$ cat src/logic/srs_regs.vh
// register offsets, field positions and timing constants for the shadow register bank
`ifndef SRS_REGS_VH
`define SRS_REGS_VH

`define SRS_ADDR_AMC        16'hb072
`define SRS_ADDR_SPM        16'hd072
`define SRS_ADDR_ICM        16'hd472
`define SRS_ADDR_CAM        16'he472
`define SRS_ADDR_RTC        16'h0070

`define SRS_AMC_REQUEST_ACTIVITY_ENABLE_BIT   15
`define SRS_AMC_TAP_BIT     14
`define SRS_AMC_RESET       16'h0000
`define SRS_TIME_OF_DAY_STALE_BIT       11
`define SRS_TIME_OF_DAY_STALE_RESET     1'b0

`define SRS_OCW2_ROT_AEOI   3'b100
`define SRS_OCW3_SMM_SET    2'b11

// quiet time after the last dma cycle, in nanoseconds
`define SRS_QUIET_NS        30500
`define SRS_CLK_NS          40
`define SRS_QUIET_CYCLES    ((`SRS_QUIET_NS + `SRS_CLK_NS - 1) / `SRS_CLK_NS)

`endif

$ cat src/logic/srs_sync.v
// two-flop synchroniser for a single asynchronous level
`timescale 1ns/1ns
module srs_sync (
	input  wire clk_i,
	input  wire rst_n_i,
	input  wire d_i,
	output wire q_o
);
	reg meta_q;
	reg sync_q;

	always @(posedge clk_i) begin
		if (!rst_n_i) begin
			meta_q <= 1'b0;
			sync_q <= 1'b0;
		end else begin
			meta_q <= d_i;
			sync_q <= meta_q;
		end
	end

	assign q_o = sync_q;
endmodule

$ cat src/logic/srs_quiet_timer.v
// counts clocks since the last dma cycle and flags the quiet state
`timescale 1ns/1ns
`include "srs_regs.vh"
module srs_quiet_timer (
	input  wire clk_i,
	input  wire rst_n_i,
	input  wire busy_i,
	output wire quiet_o
);
	// the full-width count is cut on purpose; it stays well under 1024
	localparam [31:0] LIMIT_FULL = `SRS_QUIET_CYCLES;
	localparam [9:0]  LIMIT      = LIMIT_FULL[9:0];

	reg [9:0] cnt_q;
	reg       quiet_q;

	// a new cycle restarts the count and drops the flag at once
	always @(posedge clk_i) begin
		if (!rst_n_i) begin
			cnt_q   <= 10'h000;
			quiet_q <= 1'b0;
		end else if (busy_i) begin
			cnt_q   <= 10'h000;
			quiet_q <= 1'b0;
		end else if (cnt_q != LIMIT) begin
			cnt_q   <= cnt_q + 10'h001;
			quiet_q <= 1'b0;
		end else begin
			quiet_q <= 1'b1;
		end
	end

	assign quiet_o = quiet_q;
endmodule

$ cat src/logic/srs_shadow_bank.v
// suspend/resume shadow register bank: mirrors write-only state for readback
`timescale 1ns/1ns
`include "srs_regs.vh"

//////////////////////////////////////////////////////////////////////////////
// Function
// - serial A/B reg2 bits 7:6 at 15:12
// - parallel reg2 bits 3:0 at 11:8
// - parallel reg0 byte at bits 7:0
// - timeout comparator output at bit 15
// - fixed device id field at 14:13
// - master/slave vector bit 7 at 12/11
// - master special fully nested at bit 10
// - master automatic end of irq at 9
// - master rotate-on-auto-eoi selection at bit 8
// - master lowest priority at bits 7:5
// - slave lowest priority at bits 4:2
// - special mask mode master/slave at 1/0
// - port-70 mirror readable while locked
// - bit 15 is refresh reference halved
// - bit 14 copies refresh detect bit
// - bit 13 shows processor interrupt request
// - bit 12 quiet after 30.5us without dma
// - storage bit 11, written only unlocked
// - bits 10:8 reserved, read zero
// - port 70 write captures mask, index
// - bit 15 enables irq bits as activity
// - bit 14 shows timeout counter bit 12
module srs_shadow_bank #(
	parameter [1:0] DEVICE_ID = 2'b01 // arbitrary neutral value
) (
	input  wire        clk_i,
	input  wire        rst_n_i,
	input  wire [15:0] io_addr_i,
	input  wire [15:0] io_wdata_i,
	input  wire        io_wr_i,
	input  wire        io_rd_i,
	input  wire        unlocked_i,
	input  wire        serial_a_wr_i,
	input  wire        serial_b_wr_i,
	input  wire        parallel_reg2_wr_i,
	input  wire        parallel_reg0_wr_i,
	input  wire        master_icw2_wr_i,
	input  wire        slave_icw2_wr_i,
	input  wire        master_icw4_wr_i,
	input  wire        master_ocw2_wr_i,
	input  wire        slave_ocw2_wr_i,
	input  wire        master_ocw3_wr_i,
	input  wire        slave_ocw3_wr_i,
	input  wire [7:0]  port_wdata_i,
	input  wire        timeout_comparator_state_i,
	input  wire        timeout_counter_tap_i,
	input  wire        refresh_reference_input_i,
	input  wire        refresh_toggle_copy_i,
	input  wire        cpu_intr_i,
	input  wire        dma_cycle_i,
	input  wire        irq_activity_i,
	output reg  [15:0] io_rdata_o,
	output wire        io_hit_o,
	output wire        request_activity_enable_o,
	output wire        irq_activity_o
);
	//////////////////////////////////////////////////////////////////////////
	// address decode
	function is_addr;
		input [15:0] a;
		input [15:0] b;
		begin
			is_addr = (a == b);
		end
	endfunction

	wire hit_amc = is_addr(io_addr_i, `SRS_ADDR_AMC);
	wire hit_spm = is_addr(io_addr_i, `SRS_ADDR_SPM);
	wire hit_icm = is_addr(io_addr_i, `SRS_ADDR_ICM);
	wire hit_cam = is_addr(io_addr_i, `SRS_ADDR_CAM);
	wire hit_rtc = is_addr(io_addr_i, `SRS_ADDR_RTC);

	assign io_hit_o = hit_amc | hit_spm | hit_icm | hit_cam;

	//////////////////////////////////////////////////////////////////////////
	// pins from other clock domains
	wire ref_s;
	wire intr_s;
	wire dma_s;

	srs_sync u_sync_ref (
		.clk_i   (clk_i),
		.rst_n_i (rst_n_i),
		.d_i     (refresh_reference_input_i),
		.q_o     (ref_s)
	);

	srs_sync u_sync_intr (
		.clk_i   (clk_i),
		.rst_n_i (rst_n_i),
		.d_i     (cpu_intr_i),
		.q_o     (intr_s)
	);

	srs_sync u_sync_dma (
		.clk_i   (clk_i),
		.rst_n_i (rst_n_i),
		.d_i     (dma_cycle_i),
		.q_o     (dma_s)
	);

	//////////////////////////////////////////////////////////////////////////
	// serial and parallel mirror
	reg [1:0] serial_a_high_bits_q;
	reg [1:0] serial_b_high_bits_q;
	reg [3:0] parallel_reg2_low_bits_q;
	reg [7:0] parallel_reg0_copy_q;

	// no reset: mirror values have no defined power-up state; they follow
	// every write of the source so a read reflects the latest write
	always @(posedge clk_i) begin
		if (serial_a_wr_i)
			serial_a_high_bits_q <= port_wdata_i[7:6];
		if (serial_b_wr_i)
			serial_b_high_bits_q <= port_wdata_i[7:6];
		if (parallel_reg2_wr_i)
			parallel_reg2_low_bits_q <= port_wdata_i[3:0];
		if (parallel_reg0_wr_i)
			parallel_reg0_copy_q <= port_wdata_i;
	end

	//////////////////////////////////////////////////////////////////////////
	// interrupt controller mirror
	reg       master_vector_bit7_q;
	reg       slave_vector_bit7_q;
	reg       fully_nested_special_q;
	reg       automatic_end_of_irq_q;
	reg       rotate_auto_end_of_irq_q;
	reg [2:0] master_lowest_priority_q;
	reg [2:0] slave_lowest_priority_q;
	reg       master_special_masking_q;
	reg       slave_special_masking_q;

	wire [2:0] end_of_irq_command_field = port_wdata_i[7:5];
	wire [2:0] priority_level_field     = port_wdata_i[2:0];
	// ocw2 commands that carry a level: specific eoi, rotate specific, set priority
	wire       ocw2_has_level = end_of_irq_command_field[1];
	// ocw2 codes 100/000 set or clear rotate-on-auto-eoi; others leave it
	wire       ocw2_rot_cmd = (end_of_irq_command_field[1:0] == 2'b00);

	always @(posedge clk_i) begin
		if (master_icw2_wr_i)
			master_vector_bit7_q <= port_wdata_i[7];
		if (slave_icw2_wr_i)
			slave_vector_bit7_q <= port_wdata_i[7];
		if (master_icw4_wr_i) begin
			fully_nested_special_q <= port_wdata_i[4];
			automatic_end_of_irq_q <= port_wdata_i[1];
		end
		if (master_ocw2_wr_i && ocw2_rot_cmd)
			rotate_auto_end_of_irq_q <=
				(end_of_irq_command_field == `SRS_OCW2_ROT_AEOI);
		if (master_ocw2_wr_i && ocw2_has_level)
			master_lowest_priority_q <= priority_level_field;
		if (slave_ocw2_wr_i && ocw2_has_level)
			slave_lowest_priority_q <= priority_level_field;
		// ocw3 bit 6 is the action enable; bit 5 sets or clears the mode
		if (master_ocw3_wr_i && port_wdata_i[6])
			master_special_masking_q <= port_wdata_i[5];
		if (slave_ocw3_wr_i && port_wdata_i[6])
			slave_special_masking_q <= port_wdata_i[5];
	end

	//////////////////////////////////////////////////////////////////////////
	// port-70 mirror and status
	reg       half_refresh_ref_tick_q;
	reg       ref_prev_q;
	reg       time_of_day_stale_q;
	reg       nonmaskable_mask_copy_q;
	reg [6:0] clock_ram_index_copy_q;
	wire      dma_quiet_flag;

	srs_quiet_timer u_quiet (
		.clk_i   (clk_i),
		.rst_n_i (rst_n_i),
		.busy_i  (dma_s),
		.quiet_o (dma_quiet_flag)
	);

	always @(posedge clk_i) begin
		if (!rst_n_i) begin
			half_refresh_ref_tick_q <= 1'b0;
			ref_prev_q              <= 1'b0;
			time_of_day_stale_q     <= `SRS_TIME_OF_DAY_STALE_RESET;
		end else begin
			ref_prev_q <= ref_s;
			// toggling on each rising edge halves the reference rate
			if (ref_s && !ref_prev_q)
				half_refresh_ref_tick_q <= ~half_refresh_ref_tick_q;
			if (io_wr_i && hit_cam && unlocked_i)
				time_of_day_stale_q <= io_wdata_i[`SRS_TIME_OF_DAY_STALE_BIT];
		end
	end

	always @(posedge clk_i) begin
		if (io_wr_i && hit_rtc) begin
			nonmaskable_mask_copy_q <= io_wdata_i[7];
			clock_ram_index_copy_q  <= io_wdata_i[6:0];
		end
	end

	//////////////////////////////////////////////////////////////////////////
	// activity monitor control, upper bits
	reg         request_activity_enable_q;
	wire [15:0] amc_reset_word = `SRS_AMC_RESET;

	always @(posedge clk_i) begin
		if (!rst_n_i)
			request_activity_enable_q <= amc_reset_word[`SRS_AMC_REQUEST_ACTIVITY_ENABLE_BIT];
		else if (io_wr_i && hit_amc && unlocked_i)
			request_activity_enable_q <= io_wdata_i[`SRS_AMC_REQUEST_ACTIVITY_ENABLE_BIT];
	end

	assign request_activity_enable_o = request_activity_enable_q;
	assign irq_activity_o = irq_activity_i & request_activity_enable_q;

	//////////////////////////////////////////////////////////////////////////
	// read mux; registered data output, only the ports above decode
	wire [15:0] spm_word = {serial_a_high_bits_q, serial_b_high_bits_q,
		parallel_reg2_low_bits_q, parallel_reg0_copy_q};
	wire [15:0] icm_word = {timeout_comparator_state_i, DEVICE_ID,
		master_vector_bit7_q, slave_vector_bit7_q, fully_nested_special_q,
		automatic_end_of_irq_q, rotate_auto_end_of_irq_q,
		master_lowest_priority_q, slave_lowest_priority_q,
		master_special_masking_q, slave_special_masking_q};
	wire [15:0] cam_word = {half_refresh_ref_tick_q, refresh_toggle_copy_i,
		intr_s, dma_quiet_flag, time_of_day_stale_q, 3'b000,
		nonmaskable_mask_copy_q, clock_ram_index_copy_q};
	wire [15:0] amc_word = {request_activity_enable_q, timeout_counter_tap_i,
		14'h0000};

	always @(posedge clk_i) begin
		if (!rst_n_i)
			io_rdata_o <= 16'h0000;
		else if (io_rd_i) begin
			// the port-70 mirror ignores the lock state
			if (hit_cam)
				io_rdata_o <= cam_word;
			else if (hit_spm)
				io_rdata_o <= spm_word;
			else if (hit_icm)
				io_rdata_o <= icm_word;
			else if (hit_amc)
				io_rdata_o <= amc_word;
			else
				io_rdata_o <= 16'h0000;
		end
	end
endmodule

$ cat config.mk
export PLATFORM = sky130hd
export DESIGN_NAME = srs_shadow_bank
export DESIGN_NICKNAME = d
export VERILOG_FILES = /design/src/logic/srs_sync.v /design/src/logic/srs_quiet_timer.v /design/src/logic/srs_shadow_bank.v
export VERILOG_INCLUDE_DIRS = /design/src /design/src/logic
export SDC_FILE = /design/constraint.sdc
export NUM_CORES = 1
export LEC_CHECK = 0
export BUFFER_PORTS_ARGS = -buffer_cell sky130_fd_sc_hd__buf_4
export CORE_MARGIN = 1.5
export CORE_UTILIZATION = 30
export CTS_CLUSTER_DIAMETER = 150
export DETAILED_ROUTE_END_ITERATION = 10
export PLACE_DENSITY = 0.61
export SLEW_MARGIN = 20
export SYNTH_ARGS = -nofsm -noshare
export SYNTH_HDL_FRONTEND = slang
export SYNTH_HIERARCHICAL = 1
export SYNTH_SLANG_ARGS = --single-unit
$ cat constraint.sdc
create_clock -name clk_i -period 3.6 [get_ports clk_i]
set_input_delay 0.72 -clock clk_i [delete_from_list [all_inputs] [get_ports clk_i]]
set_output_delay 0.72 -clock clk_i [all_outputs]
set_load 0.05 [all_outputs]
==> qor.csv, run 1 <==
stage,metric,value,unit
outcome,status,completed,
die,Initial Utilization,31.05,%
routing,total vias in the final route,2455,
cts,Num CTS Buffers,9,
worst_setup_path,Worst Reg-to-Reg Cells,4,
die,chip width,106.4,µm
flow_run,Max Cap Viol,0,
timing,Slew Limit Headroom,53.72,%
place,DP Wirelength,5877,µm
global_routing,largest net degree at the start of global routing,30,
cts,CTS sink count,74,
routing,DRT Pass-1 Iters,4,
yosys,Yosys top cell area share,34.66,%
worst_setup_path,critical path startpoint category,input port,
die,Site Rows,37,
worst_setup_path,CP dominant cell by count,buf_4,
cts,Resized cells post-CTS,0,
worst_setup_path,WP depth,5,
final_layout,Reg area,1852,µm²
timing,Hold Fails Final Rpt,0,
yosys,synth top area cells,"edfxtp_1 35%, dfxtp_1 23%, a221oi_2 4.7%",
die,IO Pins,82,
yosys,"FFs w/ async S/R, synth",0,%
final_layout,layout cell share with drive strength beyond 1,33.62,%
final_layout,Antenna Cells,0,
global_routing,initial antenna violation count,0,
worst_setup_path,critical path endpoint,io_hit_o,
global_routing,gr ovfl total,0,
worst_setup_path,reg2reg end,u_quiet/cnt_q[2],
global_routing,gr usage total,14.39,%
die,core area,10320,µm²
die,die area,11310,µm²
worst_setup_path,"Buf+Inv Stages, Crit Path",2,
cts,"Reg clk slew, reported paths",0.08,ns
cts,Clock Latency Late Sink,0.35,ns
global_routing,number of global-route vias before repair,2366,
die,die height,106.4,µm
final_layout,area occupied by multi-input gates,1210,µm²
place,GPL Wtd Cong,0.8628,
timing,worst-margin pin slew,0.6891,ns
timing,final period utilization,86.24,%
yosys,Syn Area/Cell,12.01,µm²
routing,Starting DRT DRC Count,185,
yosys,mapped cell area,3206,µm²
worst_setup_path,CP cell instances,buf_4 -> or4b_1 -> nor4_1 -> a221o_1 -> buf_4,
worst_setup_path,reg2reg setup slack,2.18,ns
worst_setup_path,worst-path maximum fanout,3,
yosys,sequential share of the synthesized area,57.77,%
timing,max-slew violations,0,
routing,detailed-route wire length per cell,16.16,µm
timing,crit path time final,3.105,ns
hold_path,HP Class,flip-flop to flip-flop,
yosys,Syn Nets,332,
cts,cts hold-fix bufs,0,
worst_setup_path,worst path required time,2.88,ns
yosys,Synth Warn #,6,
yosys,dominant cell type by area after synthesis,edfxtp_1,
worst_setup_path,Crit. Startpoint,io_addr_i[7],
cts,clk buf depth,2,
cts,setup bufs post-CTS,0,
final_layout,nets@finish,411,
timing,Clock Skew,0.01206,ns
worst_setup_path,reg2reg start,u_quiet/cnt_q[0],
final_layout,"commonest cells after routing, fill and taps aside","81 x buf_4, 37 x edfxtp_1, 37 x dfxtp_1",
final_layout,Area Overhead vs Synth,28.18,%
worst_setup_path,Crit path max-delay family,simple AND/OR/NAND/NOR gates,
timing,setup tns final,0,ns
yosys,"EDFF count, synth",37,
timing,Final setup viols,0,
final_layout,"commonest non-fill, non-tap cell in the layout",buf_4,
routing,vias per cell,5.041,
timing,unrepaired setup endpoints after global routing,false,
final_layout,# fillers,980,
worst_setup_path,slowest library cell on the worst path,or4b_1,
cts,Clock Root Buffer,clkbuf_8,
power,Peak supply drop,0.0001697,V
power,Power Density,440.1,nW/µm²
worst_setup_path,CP Capture Type,output port,
cts,CTS tree,built,
yosys,Syn Inst Count,267,
cts,H-tree level count,3,
final_layout,Final Util,39.80,%
routing,final wirelength,7869,µm
yosys,"flops & latches, synth",74,
worst_setup_path,CP max stage delay,0.60,ns
routing,DRT antenna net count,0,
yosys,Yosys cell types,54,
power,P_leak,1.518,nW
global_routing,first-pass GRT wire length,12210,µm
yosys,Post-synth top flop,edfxtp_1,
place,PortBufs,75,
routing,drc violations,0,
timing,FMAX,322.1,MHz
worst_setup_path,"Data arrival, critical path",2.38,ns
worst_setup_path,CP Class,input port to output port,
cells by family after synthesis:
family | synth area share (%)
AND/OR/NAND/NOR | 19.79
flip-flops | 57.77
AO/OA/AOI/OAI | 15.42
buffers and inverters | 4.488
XOR/XNOR | 1.093
multiplexers | 0.6635
adder cells (fa/ha/maj) | 0.7805
final cells by class:
class | instances | share of cell area (%)
clock buffers | 11 | 3.197
clock inverters | 5 | 1.979
inverters | 15 | 1.370
multi-input cells | 165 | 29.45
flip-flops and latches | 74 | 45.07
well taps | 136 | 4.141
repair buffers | 81 | 14.80
routing by layer:
| layer | global-route usage (%) | part of all wire, % |
|---|---|---|
| met3 | 3.495 | 6.2 |
| met2 | 21.98 | 46 |
| met1 | 18.92 | 46 |
| met5 | 0 | 0 |
| met4 | 7.239 | 2.3 |
worst min-delay path by stage:
| stage | startpoint | slack (ns) | cells after the start | end |
|---|---|---|---|---|
| after global routing | u_sync_intr/meta_q | 0.46 | 1 | u_sync_intr/q_o |
| after detailed placement | u_sync_ref/meta_q | 0.42 | 1 | u_sync_ref/q_o |
| final | u_sync_ref/meta_q | 0.44 | 1 | u_sync_ref/q_o |
| after floorplan | u_sync_dma/meta_q | 0.41 | 1 | u_sync_dma/q_o |
| after CTS | u_sync_ref/meta_q | 0.44 | 1 | u_sync_ref/q_o |
| after global placement | u_sync_ref/meta_q | 0.41 | 1 | u_sync_ref/q_o |
power by group:
part / internal [mW] / total [mW] / switching, mW / leakage [nW]
Combinational: 0.0743 / 0.167 / 0.0922 / 0.761
Clock: 0.391 / 0.699 / 0.308 / 0.104
Sequential: 0.925 / 0.943 / 0.0182 / 0.653
Yosys cell counts, types with 3 or more instances:
library cell	n
dfxtp_1	37
edfxtp_1	37
o21ai_0	17
nand3_1	16
inv_1	15
and2_1	14
nand2_1	12
a211oi_1	10
a221oi_2	10
nor2_1	8
nor4_1	8
a21oi_1	7
clkbuf_1	6
nand4_1	6
buf_6	4
nand3b_1	3
nand4b_1	3
nor3_1	3
nor3b_1	3
nor4_4	3
metrics by stage:
| stage | cells | total power [mW] | area, µm² | hold WS [ns] | worst slack, ns |
|---|---|---|---|---|---|
| after CTS | 487 | 1.823 | 4109 | 0.4423 | 0.4736 |
| after global placement | 471 | 1.126 | 3896 | 0.4147 | 0.5112 |
| after global routing | 487 | 1.881 | 4109 | 0.4586 | 0.3729 |
| after detailed placement | 471 | 1.129 | 3896 | 0.4204 | 0.4896 |
| final | 487 | 1.808 | 4109 | 0.4384 | 0.4952 |
| after floorplan | 267 | 1.036 | 3206 | 0.4118 | 0.5517 |
state kept, by name, summed over array words and instances, names as in the netlist, 2 cells and up:
| signal | cells |
|---|---|
| u_quiet/cnt_q | 10 |
| parallel_reg0_copy_q | 8 |
| io_rdata_o | 16 |
| parallel_reg2_low_bits_q | 4 |
| master_lowest_priority_q | 3 |
| serial_b_high_bits_q | 2 |
| serial_a_high_bits_q | 2 |
| clock_ram_index_copy_q | 7 |
| slave_lowest_priority_q | 3 |
Note: power is estimated with default switching activity, not from simulation.
==> run 2, diff against run 1 <==
--- a/config.mk
+++ b/config.mk
@@ -7,11 +7,13 @@
 export NUM_CORES = 1
 export LEC_CHECK = 0
 export BUFFER_PORTS_ARGS = -buffer_cell sky130_fd_sc_hd__buf_4
+export CELL_PAD_IN_SITES_DETAIL_PLACEMENT = 1
+export CELL_PAD_IN_SITES_GLOBAL_PLACEMENT = 1
 export CORE_MARGIN = 1.5
 export CORE_UTILIZATION = 30
 export CTS_CLUSTER_DIAMETER = 150
 export DETAILED_ROUTE_END_ITERATION = 10
-export PLACE_DENSITY = 0.61
+export PLACE_DENSITY = 0.72
 export SLEW_MARGIN = 20
 export SYNTH_ARGS = -nofsm -noshare
 export SYNTH_HDL_FRONTEND = slang
==> run 2 against run 1 <==
Net effect: worst setup slack got worse by 0.0018 ns; die area did not move; critical path depth did not move; first-iteration DRC count fell by 66%; clock-buffer cell count rose by 2; fmax barely moved; critical endpoint unchanged.
==> qor.csv, run 2 (synthesis gave the netlist of run 1 again) <==
stage,metric,value,unit,change
outcome,status,completed,,
cts,setup bufs post-CTS,0,,unchanged
cts,clk buf depth,2,,unchanged
final_layout,"commonest non-fill, non-tap cell in the layout",buf_4,,
worst_setup_path,reg2reg setup slack,2.18,ns,about the same
timing,post-layout worst setup margin,0.4934,ns,-0.001761 ns
timing,FMAX,321.9,MHz,about the same
final_layout,Finished Cell Area,4104,µm²,-0.12%
final_layout,layout cell share with drive strength beyond 1,33.90,%,+0.28 points
power,P_leak,1.525,nW,+0.43%
worst_setup_path,reg2reg end,u_quiet/cnt_q[2],,
routing,vias per cell,5.101,,+1.2%
flow_run,Max Cap Viol,0,,unchanged
global_routing,largest net degree at the start of global routing,30,,unchanged
timing,Slew Limit Headroom,55.67,%,+1.9 points
hold_path,HP Class,flip-flop to flip-flop,,
die,die height,106.4,µm,unchanged
worst_setup_path,CP max stage delay,0.58,ns,-0.02 ns
worst_setup_path,CP Class,input port to output port,,
timing,Clock Skew,0.01249,ns,+0.0004315 ns
worst_setup_path,CP Capture Type,output port,,
cts,"Reg clk slew, reported paths",0.08,ns,about the same
worst_setup_path,CP cell instances,buf_4 -> or4b_1 -> nor4_1 -> a221o_1 -> buf_4,,
worst_setup_path,Crit path max-delay family,simple AND/OR/NAND/NOR gates,,
cts,H-tree level count,3,,unchanged
cts,Clock Latency Late Sink,0.35,ns,about the same
routing,DRT Pass-1 Iters,4,,unchanged
final_layout,Antenna Cells,0,,unchanged
place,placed cell area,3896,µm²,unchanged
routing,drc violations,0,,unchanged
timing,setup tns final,0,ns,unchanged
hold_path,Min-Delay Endpoint,u_sync_intr/q_o,,
place,PortBufs,75,,unchanged
hold_path,hold_sp,u_sync_intr/meta_q,,
worst_setup_path,CP dominant cell by count,buf_4,,
die,chip width,106.4,µm,unchanged
worst_setup_path,Worst Reg-to-Reg Cells,4,,unchanged
worst_setup_path,reg2reg start,u_quiet/cnt_q[0],,
cts,Num CTS Buffers,9,,unchanged
final_layout,Final Util,39.75,%,-0.048 points
worst_setup_path,"Buf+Inv Stages, Crit Path",2,,unchanged
routing,DRT antenna net count,0,,unchanged
cts,CTS sink count,74,,unchanged
timing,worst-margin pin slew,0.6600,ns,-0.02903 ns
routing,Starting DRT DRC Count,62,,-66%
die,Site Rows,37,,unchanged
worst_setup_path,worst path required time,2.88,ns,about the same
timing,unrepaired setup endpoints after global routing,false,,
routing,detailed-route wire length per cell,17.62,µm,+9.0%
global_routing,number of global-route vias before repair,2654,,+12%
final_layout,biggest regs,"io_rdata_o (16), u_quiet/cnt_q (10), parallel_reg0_copy_q (8)",,
worst_setup_path,"Data arrival, critical path",2.39,ns,about the same
cts,Clock Root Buffer,clkbuf_8,,
final_layout,"commonest cells after routing, fill and taps aside","81 x buf_4, 37 x edfxtp_1, 37 x dfxtp_1",,
hold_path,hold depth,1,,unchanged
die,Initial Utilization,31.05,%,unchanged
worst_setup_path,worst-path maximum fanout,3,,unchanged
cts,Resized cells post-CTS,0,,unchanged
final_layout,Largest Register,io_rdata_o,,
power,Peak supply drop,0.0001727,V,+1.8%
place,DP Wirelength,6446,µm,+9.7%
place,dpl ws,0.5140,ns,+0.02440 ns
worst_setup_path,critical path startpoint category,input port,,
place,GPL Wtd Cong,0.8145,,-5.6%
worst_setup_path,slowest library cell on the worst path,or4b_1,,
final_layout,max reg flops,16,,unchanged
timing,Final setup viols,0,,unchanged
final_layout,nets@finish,411,,unchanged
timing,max-slew violations,0,,unchanged
final_layout,Area Overhead vs Synth,28.03,%,
global_routing,initial antenna violation count,0,,unchanged
routing,final wirelength,8579,µm,+9.0%
power,Power Density,432.1,nW/µm²,-1.8%
timing,final period utilization,86.29,%,about the same
die,core area,10320,µm²,unchanged
die,IO Pins,82,,unchanged
die,die area,11310,µm²,unchanged
global_routing,gr usage total,16.25,%,+1.9 points
timing,Hold Fails Final Rpt,0,,unchanged
timing,crit path time final,3.107,ns,+0.001761 ns
cts,CTS tree,built,,
global_routing,gr ovfl total,0,,unchanged
routing,total vias in the final route,2484,,+1.2%
global_routing,first-pass GRT wire length,14030,µm,+15%
cts,cts hold-fix bufs,0,,unchanged
run 2: cell types whose count changed in the layout (fill, tap and decap cells not counted), sizes merged:
cell	change
clkbuf	+2
clkinvlp	-1
inv	+1
bufinv	-2
run 2: layout make-up:
class	instances	area, µm²
clock buffer	13	191.4
clock inverter	3	16.27
fill	1149	6220
inverter	15	56.30
multi-input combinational	165	1210
sequential	74	1852
tap	136	170.2
timing repair buffer	81	608.1
run 2: worst reg2reg max path, stage by stage, from the launching register on:
cell       delay (ns)
dfxtp_1          0.43
ha_1             0.23
nand4bb_1        0.20
o311ai_0         0.33
a21oi_1          0.11
run 2: power by group:
| group | internal, mW | switching (mW) | total, mW |
|---|---|---|---|
| sequential | 0.925 | 0.0195 | 0.945 |
| combinational | 0.0743 | 0.0941 | 0.168 |
| clock | 0.352 | 0.308 | 0.660 |
| total | 1.35 | 0.422 | 1.77 |
run 2: worst max path at each step:
stage / end / from / cells after the start
2_1_floorplan: io_hit_o / io_addr_i[7] / 5
3_3_place_gp: io_hit_o / io_addr_i[7] / 5
3_5_place_dp: io_hit_o / io_addr_i[9] / 5
4_1_cts: io_hit_o / io_addr_i[7] / 5
5_1_grt: io_hit_o / io_addr_i[7] / 5
6_report: io_hit_o / io_addr_i[7] / 5
run 2: routing by layer:
metal | track usage [%] | routed length (µm) | part of all wire (%)
met1 | 20.95 | 3801 | 44
met2 | 25.67 | 4161 | 49
met3 | 5.579 | 514 | 6.0
met5 | 0 | 0 | 0
met4 | 4.826 | 102 | 1.2
run 2: metrics by stage:
step	power [mW]	instances	hold slack [ns]
2_1_floorplan	1.036	267	0.4118
3_3_place_gp	1.126	471	0.4148
3_5_place_dp	1.133	471	0.4238
4_1_cts	1.794	487	0.4439
5_1_grt	1.850	487	0.4613
6_report	1.773	487	0.4405
==> run 3, diff against run 2 <==
--- a/config.mk
+++ b/config.mk
@@ -14,6 +14,7 @@
 export CTS_CLUSTER_DIAMETER = 150
 export DETAILED_ROUTE_END_ITERATION = 10
 export PLACE_DENSITY = 0.72
+export REMOVE_ABC_BUFFERS = 1
 export SLEW_MARGIN = 20
 export SYNTH_ARGS = -nofsm -noshare
 export SYNTH_HDL_FRONTEND = slang
==> constraint.sdc (replaced) <==
create_clock -name clk_i -period 3.76 [get_ports clk_i]
set_input_delay 0.752 -clock clk_i [delete_from_list [all_inputs] [get_ports clk_i]]
set_output_delay 0.752 -clock clk_i [all_outputs]
set_load 0.05 [all_outputs]
==> run 3 against run 2 <==
Net effect: power shrank 9.2%; highest routed layer unchanged; combinational power fell by 4%; final cell count down 0.21%; hold slack got worse by 0.00079 ns; global-route usage about the same; non-clock buffer count is 1 lower; die area is the same.
==> qor.csv, run 3 (synthesis gave the netlist of run 1 again) <==
stage,metric,value,unit,change
outcome,status,completed,,
final_layout,Area Overhead vs Synth,26.62,%,
timing,max-slew violations,0,,unchanged
routing,total vias in the final route,2450,,-1.4%
die,core area,10320,µm²,unchanged
worst_setup_path,critical path startpoint category,input port,,
cts,"Reg clk slew, reported paths",0.07,ns,about the same
worst_setup_path,reg2reg setup slack,2.34,ns,+0.16 ns
die,die area,11310,µm²,unchanged
cts,Resized cells post-CTS,0,,unchanged
cts,Clock Root Buffer,clkbuf_8,,
routing,DRT antenna net count,0,,unchanged
flow_run,Max Cap Viol,0,,unchanged
cts,clk buf depth,2,,unchanged
routing,final wirelength,8605,µm,+0.30%
worst_setup_path,worst path required time,3.01,ns,+0.13 ns
timing,Final setup viols,0,,unchanged
global_routing,first-pass GRT wire length,13920,µm,-0.78%
final_layout,layout cell share with drive strength beyond 1,33.71,%,-0.19 points
routing,Starting DRT DRC Count,75,,+21%
die,die height,106.4,µm,unchanged
place,DP Wirelength,6338,µm,-1.7%
cts,setup bufs post-CTS,0,,unchanged
cts,cts hold-fix bufs,0,,unchanged
power,P_leak,1.492,nW,-2.2%
place,PortBufs,75,,unchanged
cts,H-tree level count,3,,unchanged
routing,DRT Pass-1 Iters,4,,unchanged
final_layout,Finished Cell Area,4059,µm²,-1.1%
cts,CTS sink count,74,,unchanged
hold_path,HP Class,flip-flop to flip-flop,,
timing,setup tns final,0,ns,unchanged
cts,CTS tree,built,,
timing,hold slack,0.4397,ns,-0.0007940 ns
power,total power,1.610,mW,-9.2%
global_routing,largest net degree at the start of global routing,30,,unchanged
routing,metal3 WL,408,µm,-21%
final_layout,# fillers,1119,,-2.6%
place,GPL Wtd Cong,0.7886,,-3.2%
final_layout,max reg flops,16,,unchanged
timing,Clock Skew,0.01059,ns,-0.001895 ns
cts,Clock Latency Late Sink,0.35,ns,about the same
final_layout,"commonest non-fill, non-tap cell in the layout",buf_4,,
global_routing,initial antenna violation count,0,,unchanged
global_routing,number of global-route vias before repair,2647,,-0.26%
worst_setup_path,worst-path maximum fanout,3,,unchanged
routing,drc violations,0,,unchanged
timing,worst-margin pin slew,0.7536,ns,+0.09353 ns
worst_setup_path,CP Class,input port to output port,,
timing,unrepaired setup endpoints after global routing,false,,
routing,detailed-route wire length per cell,17.71,µm,+0.51%
power,Peak supply drop,0.0001462,V,-15%
final_layout,biggest regs,"io_rdata_o (16), u_quiet/cnt_q (10), parallel_reg0_copy_q (8)",,
routing,wire length on met2,4430,µm,+6.5%
die,Initial Utilization,31.05,%,unchanged
die,Site Rows,37,,unchanged
routing,vias per cell,5.041,,-1.2%
timing,crit path time final,3.267,ns,
routing,Met1 Routed Length,3661,µm,-3.7%
final_layout,"commonest cells after routing, fill and taps aside","80 x buf_4, 37 x edfxtp_1, 37 x dfxtp_1",,
die,IO Pins,82,,unchanged
die,chip width,106.4,µm,unchanged
timing,final period utilization,86.88,%,
routing,top routing layer in use,met4,,
timing,FMAX,306.1,MHz,
cts,Num CTS Buffers,9,,unchanged
global_routing,gr ovfl total,0,,unchanged
timing,Slew Limit Headroom,49.38,%,-6.3 points
timing,Hold Fails Final Rpt,0,,unchanged
global_routing,gr usage total,16.26,%,about the same
final_layout,Largest Register,io_rdata_o,,
power,Power Density,396.6,nW/µm²,-8.2%
worst_setup_path,"Data arrival, critical path",2.51,ns,+0.12 ns
final_layout,Antenna Cells,0,,unchanged
final_layout,nets@finish,410,,-0.24%
worst_setup_path,CP Capture Type,output port,,
place,placed cell area,3889,µm²,-0.19%
==> run 3: stage by stage <==
| step | utilization, % | cells | worst slack [ns] |
|---|---|---|---|
| final | 39.32 | 486 | 0.4933 |
| after CTS | 39.32 | 486 | 0.4602 |
| after global routing | 39.32 | 486 | 0.3662 |
| after global placement | 37.67 | 470 | 0.5824 |
| after detailed placement | 37.67 | 470 | 0.4810 |
| after floorplan | - | 254 | 0.4414 |
==> run 3: area by class of cell <==
class | count | area [µm²] | share of cell area [%]
Sequential cell | 74 | 1852 | 45.62
Tap cell | 136 | 170.2 | 4.192
Clock inverter | 6 | 42.54 | 1.048
Timing Repair Buffer | 80 | 600.6 | 14.80
Clock buffer | 10 | 127.6 | 3.144
Inverter | 15 | 56.30 | 1.387
Multi-Input combinational cell | 165 | 1210 | 29.81
==> run 3: worst max-delay path, cell delays in order <==
cell,delay (ns)
buf_4,0.11
or4b_1,0.60
nor4_1,0.55
a221o_1,0.30
buf_4,0.21
==> run 3: worst paths after layout <==
check,endpoint,from,cells after the start
max reg2reg,u_quiet/cnt_q[2],u_quiet/cnt_q[0],4
min,u_sync_intr/q_o,u_sync_intr/meta_q,1
min reg2reg,u_sync_intr/q_o,u_sync_intr/meta_q,1
max,io_hit_o,io_addr_i[7],5
==> run 3: power breakdown <==
part | switching (mW) | total, mW | internal, mW
Combinational | 0.0914 | 0.162 | 0.0711
Clock | 0.305 | 0.545 | 0.241
Sequential | 0.0166 | 0.902 | 0.885
Total | 0.413 | 1.61 | 1.20
==> run 3: per-layer routing <==
layer	GRT usage, %	up-vias
met5	0	-
met4	4.633	0
met3	4.476	9
met2	28.71	56
met1	19.23	1208
li1	-	1177
